`config.mk`:
```
export PLATFORM = sky130hd
export DESIGN_NAME = dlcr_regs
export DESIGN_NICKNAME = d
export VERILOG_FILES = /design/src/design/dlcr_timer.v /design/src/design/dlcr_regs.v
export VERILOG_INCLUDE_DIRS = /design/src /design/src/design
export SDC_FILE = /design/constraint.sdc
export NUM_CORES = 1
export LEC_CHECK = 0
export BUFFER_PORTS_ARGS = -buffer_cell sky130_fd_sc_hd__buf_4
export CAP_MARGIN = 20
export CORE_MARGIN = 2
export CORE_UTILIZATION = 51
export DETAILED_ROUTE_END_ITERATION = 10
export HOLD_SLACK_MARGIN = 0.15
export PLACE_DENSITY_LB_ADDON = 0.2
export RECOVER_POWER = 50
export SYNTH_ARGS = -nofsm -noshare
export SYNTH_HDL_FRONTEND = slang
export SYNTH_SLANG_ARGS = --single-unit
```
`constraint.sdc`:
```
create_clock -name i_clk -period 1.7 [get_ports i_clk]
set_input_delay 0.085 -clock i_clk [delete_from_list [all_inputs] [get_ports i_clk]]
set_output_delay 0.085 -clock i_clk [all_outputs]
set_load 0.02 [all_outputs]
```
`src/design/dlcr_map.vh`:
```
// register offsets, field positions, reset values and timing counts
`ifndef DLCR_MAP_VH
`define DLCR_MAP_VH
// register offsets (index on the register-access path)
`define DLCR_OFS_REV      4'h0
`define DLCR_OFS_ERR      4'h1
`define DLCR_OFS_TIMING   4'h2
`define DLCR_OFS_FEATURE  4'h3
`define DLCR_OFS_KEYS     4'h7
`define DLCR_OFS_SYSRST   4'h8
`define DLCR_OFS_CLKSEL   4'h9
`define DLCR_OFS_SYSCTL   4'ha
`define DLCR_OFS_SYSSTAT  4'hb
`define DLCR_OFS_CRCSTAT  4'hc
// interface revision, value arbitrary
`define DLCR_REVISION     4'h3
// link_timing_control fields
`define DLCR_GAPEN_BIT    7
`define DLCR_PAROFF_BIT   5
`define DLCR_TOOFF_BIT    4
`define DLCR_SIGOFF_BIT   3
`define DLCR_GT_MSB       2
// link_feature_control fields
`define DLCR_NACKOFF_BIT  4
`define DLCR_CCDIS_BIT    3
`define DLCR_IFDIS_BIT    2
// key_flags fields
`define DLCR_UROW_BIT     5
`define DLCR_NVM_BIT      4
`define DLCR_ERASE_BIT    3
// system_control fields
`define DLCR_UROWDONE_BIT 1
`define DLCR_CLKREQ_BIT   0
// reset values
`define DLCR_TIMING_RST   8'h00
`define DLCR_FEATURE_RST  8'h00
`define DLCR_KEYS_RST     3'h0
`define DLCR_SYSRST_RST   8'h00
`define DLCR_CLKSEL_RST   2'h3
`define DLCR_SYSCTL_RST   2'h0
// reset request words
`define DLCR_RST_ASSERT   8'h59
`define DLCR_RST_RELEASE  8'h00
// error signatures
`define DLCR_SIG_NONE     3'h0
`define DLCR_SIG_PARITY   3'h1
`define DLCR_SIG_FRAME    3'h2
`define DLCR_SIG_TIMEOUT  3'h3
`define DLCR_SIG_START    3'h4
`define DLCR_SIG_BUS      3'h6
`define DLCR_SIG_CONTEND  3'h7
// timing counts in link clock cycles / bit times
`define DLCR_TIMEOUT_CYC  17'h1_0000
`define DLCR_GAP_BITS     8'h02
`define DLCR_GUARD_MAX    8'h80
`endif

```
`src/design/dlcr_timer.v`:
```
// down-counting one-shot timer driven by a tick enable
`timescale 1ns/10ps
module dlcr_timer #(
  parameter WIDTH = 8
) (
  // clock and reset
  input wire i_clk,
  input wire i_resetn,
  // control
  input wire i_start,
  input wire i_stop,
  input wire i_tick,
  input wire [WIDTH-1:0] i_load,
  // status
  output reg o_busy,
  output reg o_expire
);
  reg [WIDTH-1:0] cnt_q; // ticks still to wait

  // ----------------------------------------
  // count loaded ticks, pulse on the last
  // ----------------------------------------
  always @(posedge i_clk or negedge i_resetn)
  begin
    if (!i_resetn)
    begin
      cnt_q <= {WIDTH{1'b0}};
      o_busy <= 1'b0;
      o_expire <= 1'b0;
    end
    else
    begin
      o_expire <= 1'b0;
      if (i_stop)
      begin
        // stop beats a start in the same cycle
        o_busy <= 1'b0;
      end
      else if (i_start)
      begin
        cnt_q <= i_load;
        o_busy <= 1'b1;
      end
      else if (o_busy && i_tick)
      begin
        if (cnt_q <= {{(WIDTH-1){1'b0}}, 1'b1})
        begin
          o_busy <= 1'b0;
          o_expire <= 1'b1;
        end
        cnt_q <= cnt_q - {{(WIDTH-1){1'b0}}, 1'b1};
      end
    end
  end
endmodule // dlcr_timer

```
`src/design/dlcr_regs.v`:
```
// control and status registers of the single-wire debug link
//
// Summary of operation
// RULE1: registers reachable only via link access port
// RULE2: read-only revision in upper status nibble
// RULE3: error signature loaded on error, read-clears
// RULE4: parity error 0x1, no error 0x0
// RULE5: stop bit error gives 0x2
// RULE6: access-layer time-out gives 0x3
// RULE7: start bit error 0x4, 0x5 unused
// RULE8: bus error 0x6, contention 0x7
// RULE9: two idle bits between load bytes
// RULE10: parity disable ignores parity errors
// RULE11: response required within 65536 link cycles
// RULE12: response signature disable stops signatures
// RULE13: guard time from three-bit code
// RULE14: nack disable suppresses reset nack
// RULE15: contention detection unless disable bit set
// RULE16: interface disable clears config and keys
// RULE17: user-row flag set on key, write clears
// RULE18: nvm flag set on key, cleared on start
// RULE19: erase flag cleared by erase reset request
// RULE20: 0x59 asserts system reset, 0x00 releases
// RULE21: two-bit link clock select, default 0x3
// RULE22: reserved offsets read zero, writes ignored
`timescale 1ns/10ps
`include "dlcr_map.vh"
module dlcr_regs #(
  // response time-out in link cycles, shorten for simulation
  parameter [16:0] TIMEOUT_CYC = `DLCR_TIMEOUT_CYC
) (
  // clock and reset
  input wire i_clk,
  input wire i_resetn,
  // register access from link instruction decoder
  input wire i_reg_wr,
  input wire i_reg_rd,
  input wire [3:0] i_reg_addr,
  input wire [7:0] i_reg_wdata,
  output reg [7:0] o_reg_rdata,
  output reg o_reg_rvalid,
  // link physical layer events
  input wire i_parity_err,
  input wire i_frame_err,
  input wire i_start_err,
  input wire i_bus_err,
  input wire i_contention,
  input wire i_bit_tick,
  input wire i_turnaround,
  input wire i_byte_sent,
  input wire i_ld_multi,
  // access layer handshake
  input wire i_layer_wait,
  input wire i_layer_resp,
  // key decoder and system side
  input wire i_key_urow,
  input wire i_key_nvm,
  input wire i_key_erase,
  input wire i_nvm_started,
  input wire i_sys_reset_seen,
  input wire i_ldst_busy,
  input wire [7:0] i_sys_state,
  input wire [2:0] i_crc_state,
  // link layer configuration
  output reg o_parity_check_en,
  output reg o_resp_sig_en,
  output reg o_contention_det_en,
  output reg [1:0] o_link_clk_sel,
  // link layer timing
  output wire o_guard_busy,
  output wire o_gap_busy,
  output reg o_timeout,
  output reg o_send_nack,
  // system side
  output reg o_sys_reset_req,
  output reg o_sys_clk_req,
  output reg o_urow_done,
  output reg o_iface_reset
);
  // ----------------------------------------
  // storage
  // ----------------------------------------
  reg [7:0] timing_q; // link_timing_control
  reg [2:0] feature_q; // link_feature_control bits 4:2
  reg [2:0] err_sig_q; // error signature
  reg [2:0] keys_q; // urow, nvm, erase flags
  reg [7:0] sysrst_q; // system_reset_request word
  // full-byte reset value, only bits 4:2 are stored
  localparam [7:0] FEATURE_RST = `DLCR_FEATURE_RST;
  reg [1:0] clksel_q; // link clock select
  reg [1:0] sysctl_q; // system_control bits
  reg [2:0] err_sig_d;
  reg err_hit;
  reg [7:0] rdata_d;
  reg [7:0] guard_load;
  wire timeout_hit;
  wire wr_timing;
  wire wr_feature;
  wire wr_keys;
  wire wr_sysrst;
  wire wr_clksel;
  wire wr_sysctl;
  wire rd_err;
  wire disable_now;

  // address strobes, only the link access port reaches them
  // RULE1: link port only
  assign wr_timing = i_reg_wr && (i_reg_addr == `DLCR_OFS_TIMING);
  assign wr_feature = i_reg_wr && (i_reg_addr == `DLCR_OFS_FEATURE);
  assign wr_keys = i_reg_wr && (i_reg_addr == `DLCR_OFS_KEYS);
  assign wr_sysrst = i_reg_wr && (i_reg_addr == `DLCR_OFS_SYSRST);
  assign wr_clksel = i_reg_wr && (i_reg_addr == `DLCR_OFS_CLKSEL);
  assign wr_sysctl = i_reg_wr && (i_reg_addr == `DLCR_OFS_SYSCTL);
  assign rd_err = i_reg_rd && (i_reg_addr == `DLCR_OFS_ERR);
  // RULE16: disable request
  assign disable_now = wr_feature && i_reg_wdata[`DLCR_IFDIS_BIT];

  // ----------------------------------------
  // error signature selection
  // ----------------------------------------
  // one code fits at a time, the most severe event is kept
  always @*
  begin
    err_hit = 1'b1;
    err_sig_d = `DLCR_SIG_NONE;
    // RULE15: contention gated
    if (i_contention && !feature_q[1])
      // RULE8: contention code
      err_sig_d = `DLCR_SIG_CONTEND;
    else if (i_bus_err)
      // RULE8: bus error code
      err_sig_d = `DLCR_SIG_BUS;
    else if (i_start_err)
      // RULE7: start bit code
      err_sig_d = `DLCR_SIG_START;
    else if (timeout_hit)
      // RULE6: time-out code
      err_sig_d = `DLCR_SIG_TIMEOUT;
    else if (i_frame_err)
      // RULE5: stop bit code
      err_sig_d = `DLCR_SIG_FRAME;
    // RULE10: parity ignored when disabled
    else if (i_parity_err && !timing_q[`DLCR_PAROFF_BIT])
      // RULE4: parity code
      err_sig_d = `DLCR_SIG_PARITY;
    else
      err_hit = 1'b0;
  end

  // ----------------------------------------
  // guard time decode
  // ----------------------------------------
  // reserved code 7 falls back to the longest guard
  always @*
  begin
    // RULE13: guard code table
    case (timing_q[`DLCR_GT_MSB:0])
      3'h0: guard_load = `DLCR_GUARD_MAX;
      3'h1: guard_load = `DLCR_GUARD_MAX >> 1;
      3'h2: guard_load = `DLCR_GUARD_MAX >> 2;
      3'h3: guard_load = `DLCR_GUARD_MAX >> 3;
      3'h4: guard_load = `DLCR_GUARD_MAX >> 4;
      3'h5: guard_load = `DLCR_GUARD_MAX >> 5;
      3'h6: guard_load = `DLCR_GUARD_MAX >> 6;
      default: guard_load = `DLCR_GUARD_MAX;
    endcase
  end

  // ----------------------------------------
  // timers
  // ----------------------------------------
  // guard counts link cycles after a receive-to-transmit turn
  dlcr_timer #(.WIDTH(8)) u_guard (
    .i_clk(i_clk),
    .i_resetn(i_resetn),
    .i_start(i_turnaround),
    .i_stop(o_iface_reset),
    .i_tick(1'b1),
    .i_load(guard_load),
    .o_busy(o_guard_busy),
    .o_expire()
  );

  // RULE9: idle gap after each load byte
  dlcr_timer #(.WIDTH(8)) u_gap (
    .i_clk(i_clk),
    .i_resetn(i_resetn),
    .i_start(i_byte_sent && i_ld_multi && timing_q[`DLCR_GAPEN_BIT]),
    .i_stop(o_iface_reset),
    .i_tick(i_bit_tick),
    .i_load(`DLCR_GAP_BITS),
    .o_busy(o_gap_busy),
    .o_expire()
  );

  // RULE11: response watchdog
  dlcr_timer #(.WIDTH(17)) u_timeout (
    .i_clk(i_clk),
    .i_resetn(i_resetn),
    .i_start(i_layer_wait && !timing_q[`DLCR_TOOFF_BIT]),
    .i_stop(i_layer_resp || o_iface_reset),
    .i_tick(1'b1),
    .i_load(TIMEOUT_CYC),
    .o_busy(),
    .o_expire(timeout_hit)
  );

  // ----------------------------------------
  // configuration registers
  // ----------------------------------------
  always @(posedge i_clk or negedge i_resetn)
  begin
    if (!i_resetn)
    begin
      timing_q <= `DLCR_TIMING_RST;
      feature_q <= FEATURE_RST[4:2];
      clksel_q <= `DLCR_CLKSEL_RST;
      sysctl_q <= `DLCR_SYSCTL_RST;
      sysrst_q <= `DLCR_SYSRST_RST;
    end
    else if (disable_now)
    begin
      // RULE16: wipe link configuration
      timing_q <= `DLCR_TIMING_RST;
      feature_q <= FEATURE_RST[4:2];
      clksel_q <= `DLCR_CLKSEL_RST;
      sysctl_q <= `DLCR_SYSCTL_RST;
    end
    else
    begin
      // bit 6 has no function and stays zero
      if (wr_timing)
        timing_q <= i_reg_wdata & 8'hbf;
      // disable bit is a command, never stored
      if (wr_feature)
        feature_q <= {i_reg_wdata[`DLCR_NACKOFF_BIT:`DLCR_CCDIS_BIT], 1'b0};
      // RULE21: clock select, reserved 0 kept as written
      if (wr_clksel)
        clksel_q <= i_reg_wdata[1:0];
      // done bit only writable with the user-row key active
      if (wr_sysctl)
      begin
        sysctl_q[`DLCR_CLKREQ_BIT] <= i_reg_wdata[`DLCR_CLKREQ_BIT];
        if (keys_q[2])
          sysctl_q[`DLCR_UROWDONE_BIT] <= i_reg_wdata[`DLCR_UROWDONE_BIT];
      end
      // RULE20: reset word stored as written
      if (wr_sysrst)
        sysrst_q <= i_reg_wdata;
    end
  end

  // ----------------------------------------
  // error signature and key flags
  // ----------------------------------------
  // new events win over a read-clear or write-clear
  always @(posedge i_clk or negedge i_resetn)
  begin
    if (!i_resetn)
    begin
      err_sig_q <= `DLCR_SIG_NONE;
      keys_q <= `DLCR_KEYS_RST;
    end
    else
    begin
      // RULE3: load on error, clear on read
      if (err_hit)
        err_sig_q <= err_sig_d;
      else if (rd_err || disable_now)
        err_sig_q <= `DLCR_SIG_NONE;
      // RULE17: user-row flag
      if (i_key_urow)
        keys_q[2] <= 1'b1;
      else if (disable_now || (wr_keys && i_reg_wdata[`DLCR_UROW_BIT]))
        keys_q[2] <= 1'b0;
      // RULE18: nvm programming flag
      if (i_key_nvm)
        keys_q[1] <= 1'b1;
      else if (disable_now || i_nvm_started)
        keys_q[1] <= 1'b0;
      // RULE19: erase flag
      if (i_key_erase)
        keys_q[0] <= 1'b1;
      else if (disable_now ||
               (wr_sysrst && i_reg_wdata == `DLCR_RST_ASSERT))
        keys_q[0] <= 1'b0;
    end
  end

  // ----------------------------------------
  // read mux
  // ----------------------------------------
  always @*
  begin
    rdata_d = 8'h00;
    case (i_reg_addr)
      // RULE2: revision nibble
      `DLCR_OFS_REV: rdata_d = {`DLCR_REVISION, 4'h0};
      `DLCR_OFS_ERR: rdata_d = {5'h00, err_sig_q};
      `DLCR_OFS_TIMING: rdata_d = timing_q;
      `DLCR_OFS_FEATURE: rdata_d = {3'h0, feature_q, 2'h0};
      `DLCR_OFS_KEYS: rdata_d = {2'h0, keys_q, 3'h0};
      `DLCR_OFS_SYSRST: rdata_d = sysrst_q;
      `DLCR_OFS_CLKSEL: rdata_d = {6'h00, clksel_q};
      `DLCR_OFS_SYSCTL: rdata_d = {6'h00, sysctl_q};
      `DLCR_OFS_SYSSTAT: rdata_d = i_sys_state;
      `DLCR_OFS_CRCSTAT: rdata_d = {5'h00, i_crc_state};
      // RULE22: reserved and unmapped read zero
      default: rdata_d = 8'h00;
    endcase
  end

  // ----------------------------------------
  // registered outputs
  // ----------------------------------------
  always @(posedge i_clk or negedge i_resetn)
  begin
    if (!i_resetn)
    begin
      o_reg_rdata <= 8'h00;
      o_reg_rvalid <= 1'b0;
      o_parity_check_en <= 1'b1;
      o_resp_sig_en <= 1'b1;
      o_contention_det_en <= 1'b1;
      o_link_clk_sel <= `DLCR_CLKSEL_RST;
      o_timeout <= 1'b0;
      o_send_nack <= 1'b0;
      o_sys_reset_req <= 1'b0;
      o_sys_clk_req <= 1'b0;
      o_urow_done <= 1'b0;
      o_iface_reset <= 1'b0;
    end
    else
    begin
      // read data answers one cycle after the strobe
      o_reg_rvalid <= i_reg_rd;
      if (i_reg_rd)
        o_reg_rdata <= rdata_d;
      // RULE10: parity check enable
      o_parity_check_en <= !timing_q[`DLCR_PAROFF_BIT];
      // RULE12: response signature enable
      o_resp_sig_en <= !timing_q[`DLCR_SIGOFF_BIT];
      // RULE15: contention detect enable
      o_contention_det_en <= !feature_q[1];
      o_link_clk_sel <= clksel_q;
      o_timeout <= timeout_hit;
      // RULE14: nack on reset during load/store
      o_send_nack <= i_sys_reset_seen && i_ldst_busy && !feature_q[2];
      // RULE20: only the assert word holds reset
      o_sys_reset_req <= (sysrst_q == `DLCR_RST_ASSERT);
      // RULE16: clock request dropped on disable
      o_sys_clk_req <= sysctl_q[`DLCR_CLKREQ_BIT] && !disable_now;
      o_urow_done <= sysctl_q[`DLCR_UROWDONE_BIT];
      o_iface_reset <= disable_now;
    end
  end
endmodule // dlcr_regs

```
==> impl_metrics.env <==
export IMPL_initial_core_util_pct=52.5
export IMPL_synthMuxAreaShare_pct=4.99
export IMPL_synth_flop_cell="dfrtp_1"
export IMPL_grt_max_degree=35
export IMPL_end_kind="flop"
export IMPL_power_share_sequential_pct=41.4
export IMPL_drive_gt1_share_pct=27.5
export IMPL_layout_setup_ws_ps=-213
export IMPL_grt_pass1_vias=3716
export IMPL_clk_path_buf_depth=2
export IMPL_place_ws_ps=-226
export IMPL_hold_viol=0
export IMPL_outcome="complete, but fails checks"
export IMPL_grt_busiest_layer="met2"
export IMPL_crit_family="simple AND/OR/NAND/NOR gates"
export IMPL_final_cell_mix="buf_4 (95), dfrtp_1 (77), nor2_1 (40), dlygate4sd3_1 (34), nand2_1 (32)"
export IMPL_max_freq_mhz=523
export IMPL_arrival_ps=2210
export IMPL_vias=3961
export IMPL_wl_um=11400
export IMPL_met3_usage_pct=5.64
export IMPL_drtPass1Iterations=5
export IMPL_critPathSlowestCell="or4_4"
export IMPL_clkTransAtPathRegs_ps=90
export IMPL_cp_max_fo=3
export IMPL_p_leak_nw=2.59
export IMPL_drc=0
export IMPL_final_nets=624
export IMPL_whs_path_depth=4
export IMPL_viasPerCell=5.79
export IMPL_violations="negative setup slack"
export IMPL_synth_top_family_by_area="simple AND/OR/NAND/NOR gates"
export IMPL_syn_num_nets=492
export IMPL_switching_share_pct=36.3
export IMPL_postPlaceCellArea_mm2=0.00516
export IMPL_layout_commonest_cell="buf_4"
export IMPL_synth_seq_area_share_pct=49.2
export IMPL_worstSetupPathType="reg -> reg"
export IMPL_slew_headroom_pct=46.0
export IMPL_insertion_delay_ps=350
export IMPL_path_depth=4
export IMPL_combPwrFrac_pct=39.8
export IMPL_core_area_mm2=0.00818
export IMPL_final_core_util_pct=70.7
export IMPL_finalSetupViolCount=8
export IMPL_worstSetupStartpointType="flop"
export IMPL_ys_warn_count=0
export IMPL_track_usage_pct=26.2
export IMPL_row_count=33
export IMPL_htreeDepth=3
export IMPL_path_cells="or4_4 > or3_4 > or4_1 > nand3_1"
export IMPL_yosys_area_share_simple_pct=22.6
export IMPL_required_ps=2000
export IMPL_clock_sinks=84
export IMPL_grt_pass1_wl_um=18300
export IMPL_io_buffers=65
export IMPL_synth_xor_area_share_pct=2.04
export IMPL_rsz0062_at_grt="true"
export IMPL_tritoncts="yes"
export IMPL_cpPeakStageDelay_ps=550
export IMPL_ant_nets=0
export IMPL_reg2reg_depth=4
export IMPL_n_antenna_cell=0
export IMPL_synth_edf_count=0
export IMPL_skew_ps=18.6
export IMPL_place_congestion=0.878
export IMPL_synth_compound_gate_area_share_pct=15.6
export IMPL_period_share_pct=113
export IMPL_hpwl_um=7740
export IMPL_numCtsBuffers=9
export IMPL_antenna_found_initial=0
export IMPL_ir_drop_mv=0.955
export IMPL_die_area_mm2=0.00916
export IMPL_final_area_mm2=0.00578
export IMPL_grt_util_met2_pct=41.1
export IMPL_synthArstFlopShare_pct=100
export IMPL_grtUsageMet1_pct=36.8
export IMPL_postSynthCellCount=442
export IMPL_pwr_share_clk_pct=18.8
export IMPL_die_x_um=95.7
export IMPL_drtIter0Drc=269
export IMPL_synthAdderAreaFrac_pct=1.75
export IMPL_synth_cell_types=64
export IMPL_grt_overflow=0
export IMPL_fp_dieH_um=95.7
export IMPL_synth_seq_cells=84
export IMPL_critPathBufInv=0
export IMPL_worst_slew_pin_slew_ps=809
export IMPL_hp_class="in -> reg"
export IMPL_clockRootBuffer="clkbuf_8"
export IMPL_syn_mean_instance_area_um2=9.71
export IMPL_n_fill_cell=616
export IMPL_synth_area_mm2=0.00429
export IMPL_drv_cap=0
export IMPL_slew_viol_final=0
export IMPL_wl_per_cell_um=16.7
export IMPL_intPower_w=0.00465
export IMPL_syn2layout_area_growth_pct=34.7
export IMPL_power_total_w=0.00730
export IMPL_power_switching_w=0.00265
export IMPL_p_per_area_mw_per_mm2=1260
export IMPL_io_pins=66
export IMPL_period_minus_slack_ps=1910
cell families after synthesis:
logic type,after synthesis
compound gates,99
xor+xnor,10
mux,20
fa+ha+maj,6
buf+inv,43
simple gates,180
flops,84
sequential cells by signal (all words and copies together), names as in the netlist, 2 cells and up:
name             flops
clksel_q             2
err_sig_q            3
feature_q            2
keys_q               3
o_link_clk_sel       2
o_reg_rdata          8
sysctl_q             2
sysrst_q             8
timing_q             7
u_gap.cnt_q          8
u_guard.cnt_q        8
u_timeout.cnt_q     17
final timing paths:
check / to / slack [ps] / from
setup reg to reg: u_timeout.cnt_q[16]$_DFFE_PN0P_ / -210 / u_timeout.cnt_q[10]$_DFFE_PN0P_
setup / recovery: u_timeout.cnt_q[16]$_DFFE_PN0P_ / -210 / u_timeout.cnt_q[10]$_DFFE_PN0P_
max in group asynchronous: u_timeout.cnt_q[6]$_DFFE_PN0P_ / 210 / i_resetn
hold reg to reg: o_link_clk_sel[0]$_DFF_PN1_ / 400 / clksel_q[0]$_DFFE_PN1P_
min in group asynchronous: o_reg_rdata[6]$_DFFE_PN0P_ / 270 / i_resetn
hold / removal: o_reg_rdata[2]$_DFFE_PN0P_ / 180 / i_crc_state[2]
what timing repair did:
| item | in CTS | in global routing |
|---|---|---|
| buffers inserted | 1 | 0 |
| endpoints found under the setup margin | 8 | 14 |
| hold buffers | 34 | 0 |
| pin swaps | 7 | 7 |
| gates resized for setup | 7 | 14 |
| hold endpoints to repair | 126 | 0 |
layout make-up:
| type | instances | area [µm²] | area share [%] |
|---|---|---|---|
| inverters | 25 | 93.8 | 1.62 |
| repair buffers | 139 | 1110 | 19.2 |
| flip-flops and latches | 84 | 2110 | 36.5 |
| clock inverters | 5 | 40.0 | 0.693 |
| multi-input cells | 315 | 2140 | 37.1 |
| clock buffers | 11 | 151 | 2.62 |
| well taps | 105 | 131 | 2.27 |
worst register-to-register path, stage by stage (launching register included):
cell     delay, ps
dfrtp_1        400
or4_4          550
or3_4          430
or4_1          410
nand3_1         80
power by group through the flow:
stage          Sequential (W)  Clock (W)  Combinational, W
2_1_floorplan         0.00303          0           0.00145
3_3_place_gp          0.00298          0           0.00243
3_5_place_dp          0.00301          0           0.00252
4_1_cts               0.00300    0.00139           0.00275
5_1_grt               0.00309    0.00148           0.00320
6_report              0.00302    0.00137           0.00290
per-stage QoR:
step,hold WS (ps),setup TNS (ps),std cells
after CTS,161,-726,684
final,177,-911,684
after global routing,172,-3980,684
after floorplan,-211,-291,442
after global placement,19.2,-768,633
after detailed placement,20.2,-1040,633
synth_stat cells, types with 9 or more instances:
master    count  area (µm²)
dfrtp_1      77        1930
nor2_1       42         158
nand2_1      32         120
inv_1        24        90.1
a21oi_1      21         105
nand3_1      20         100
o21ai_0      20         100
clkbuf_1     14        52.6
mux2_2       11         124
nor3_1       11        55.1
nor2b_1      10        62.6
mux2i_1       9        90.1
nand2b_1      9        56.3
or3_1         9        56.3
layer usage:
metal / wire [µm] / share of wire (%)
met3: 768 / 6.7
met1: 5040 / 44
met4: 204 / 1.8
met5: 0 / 0
met2: 5410 / 47
Power figures use the tool's default switching activity.
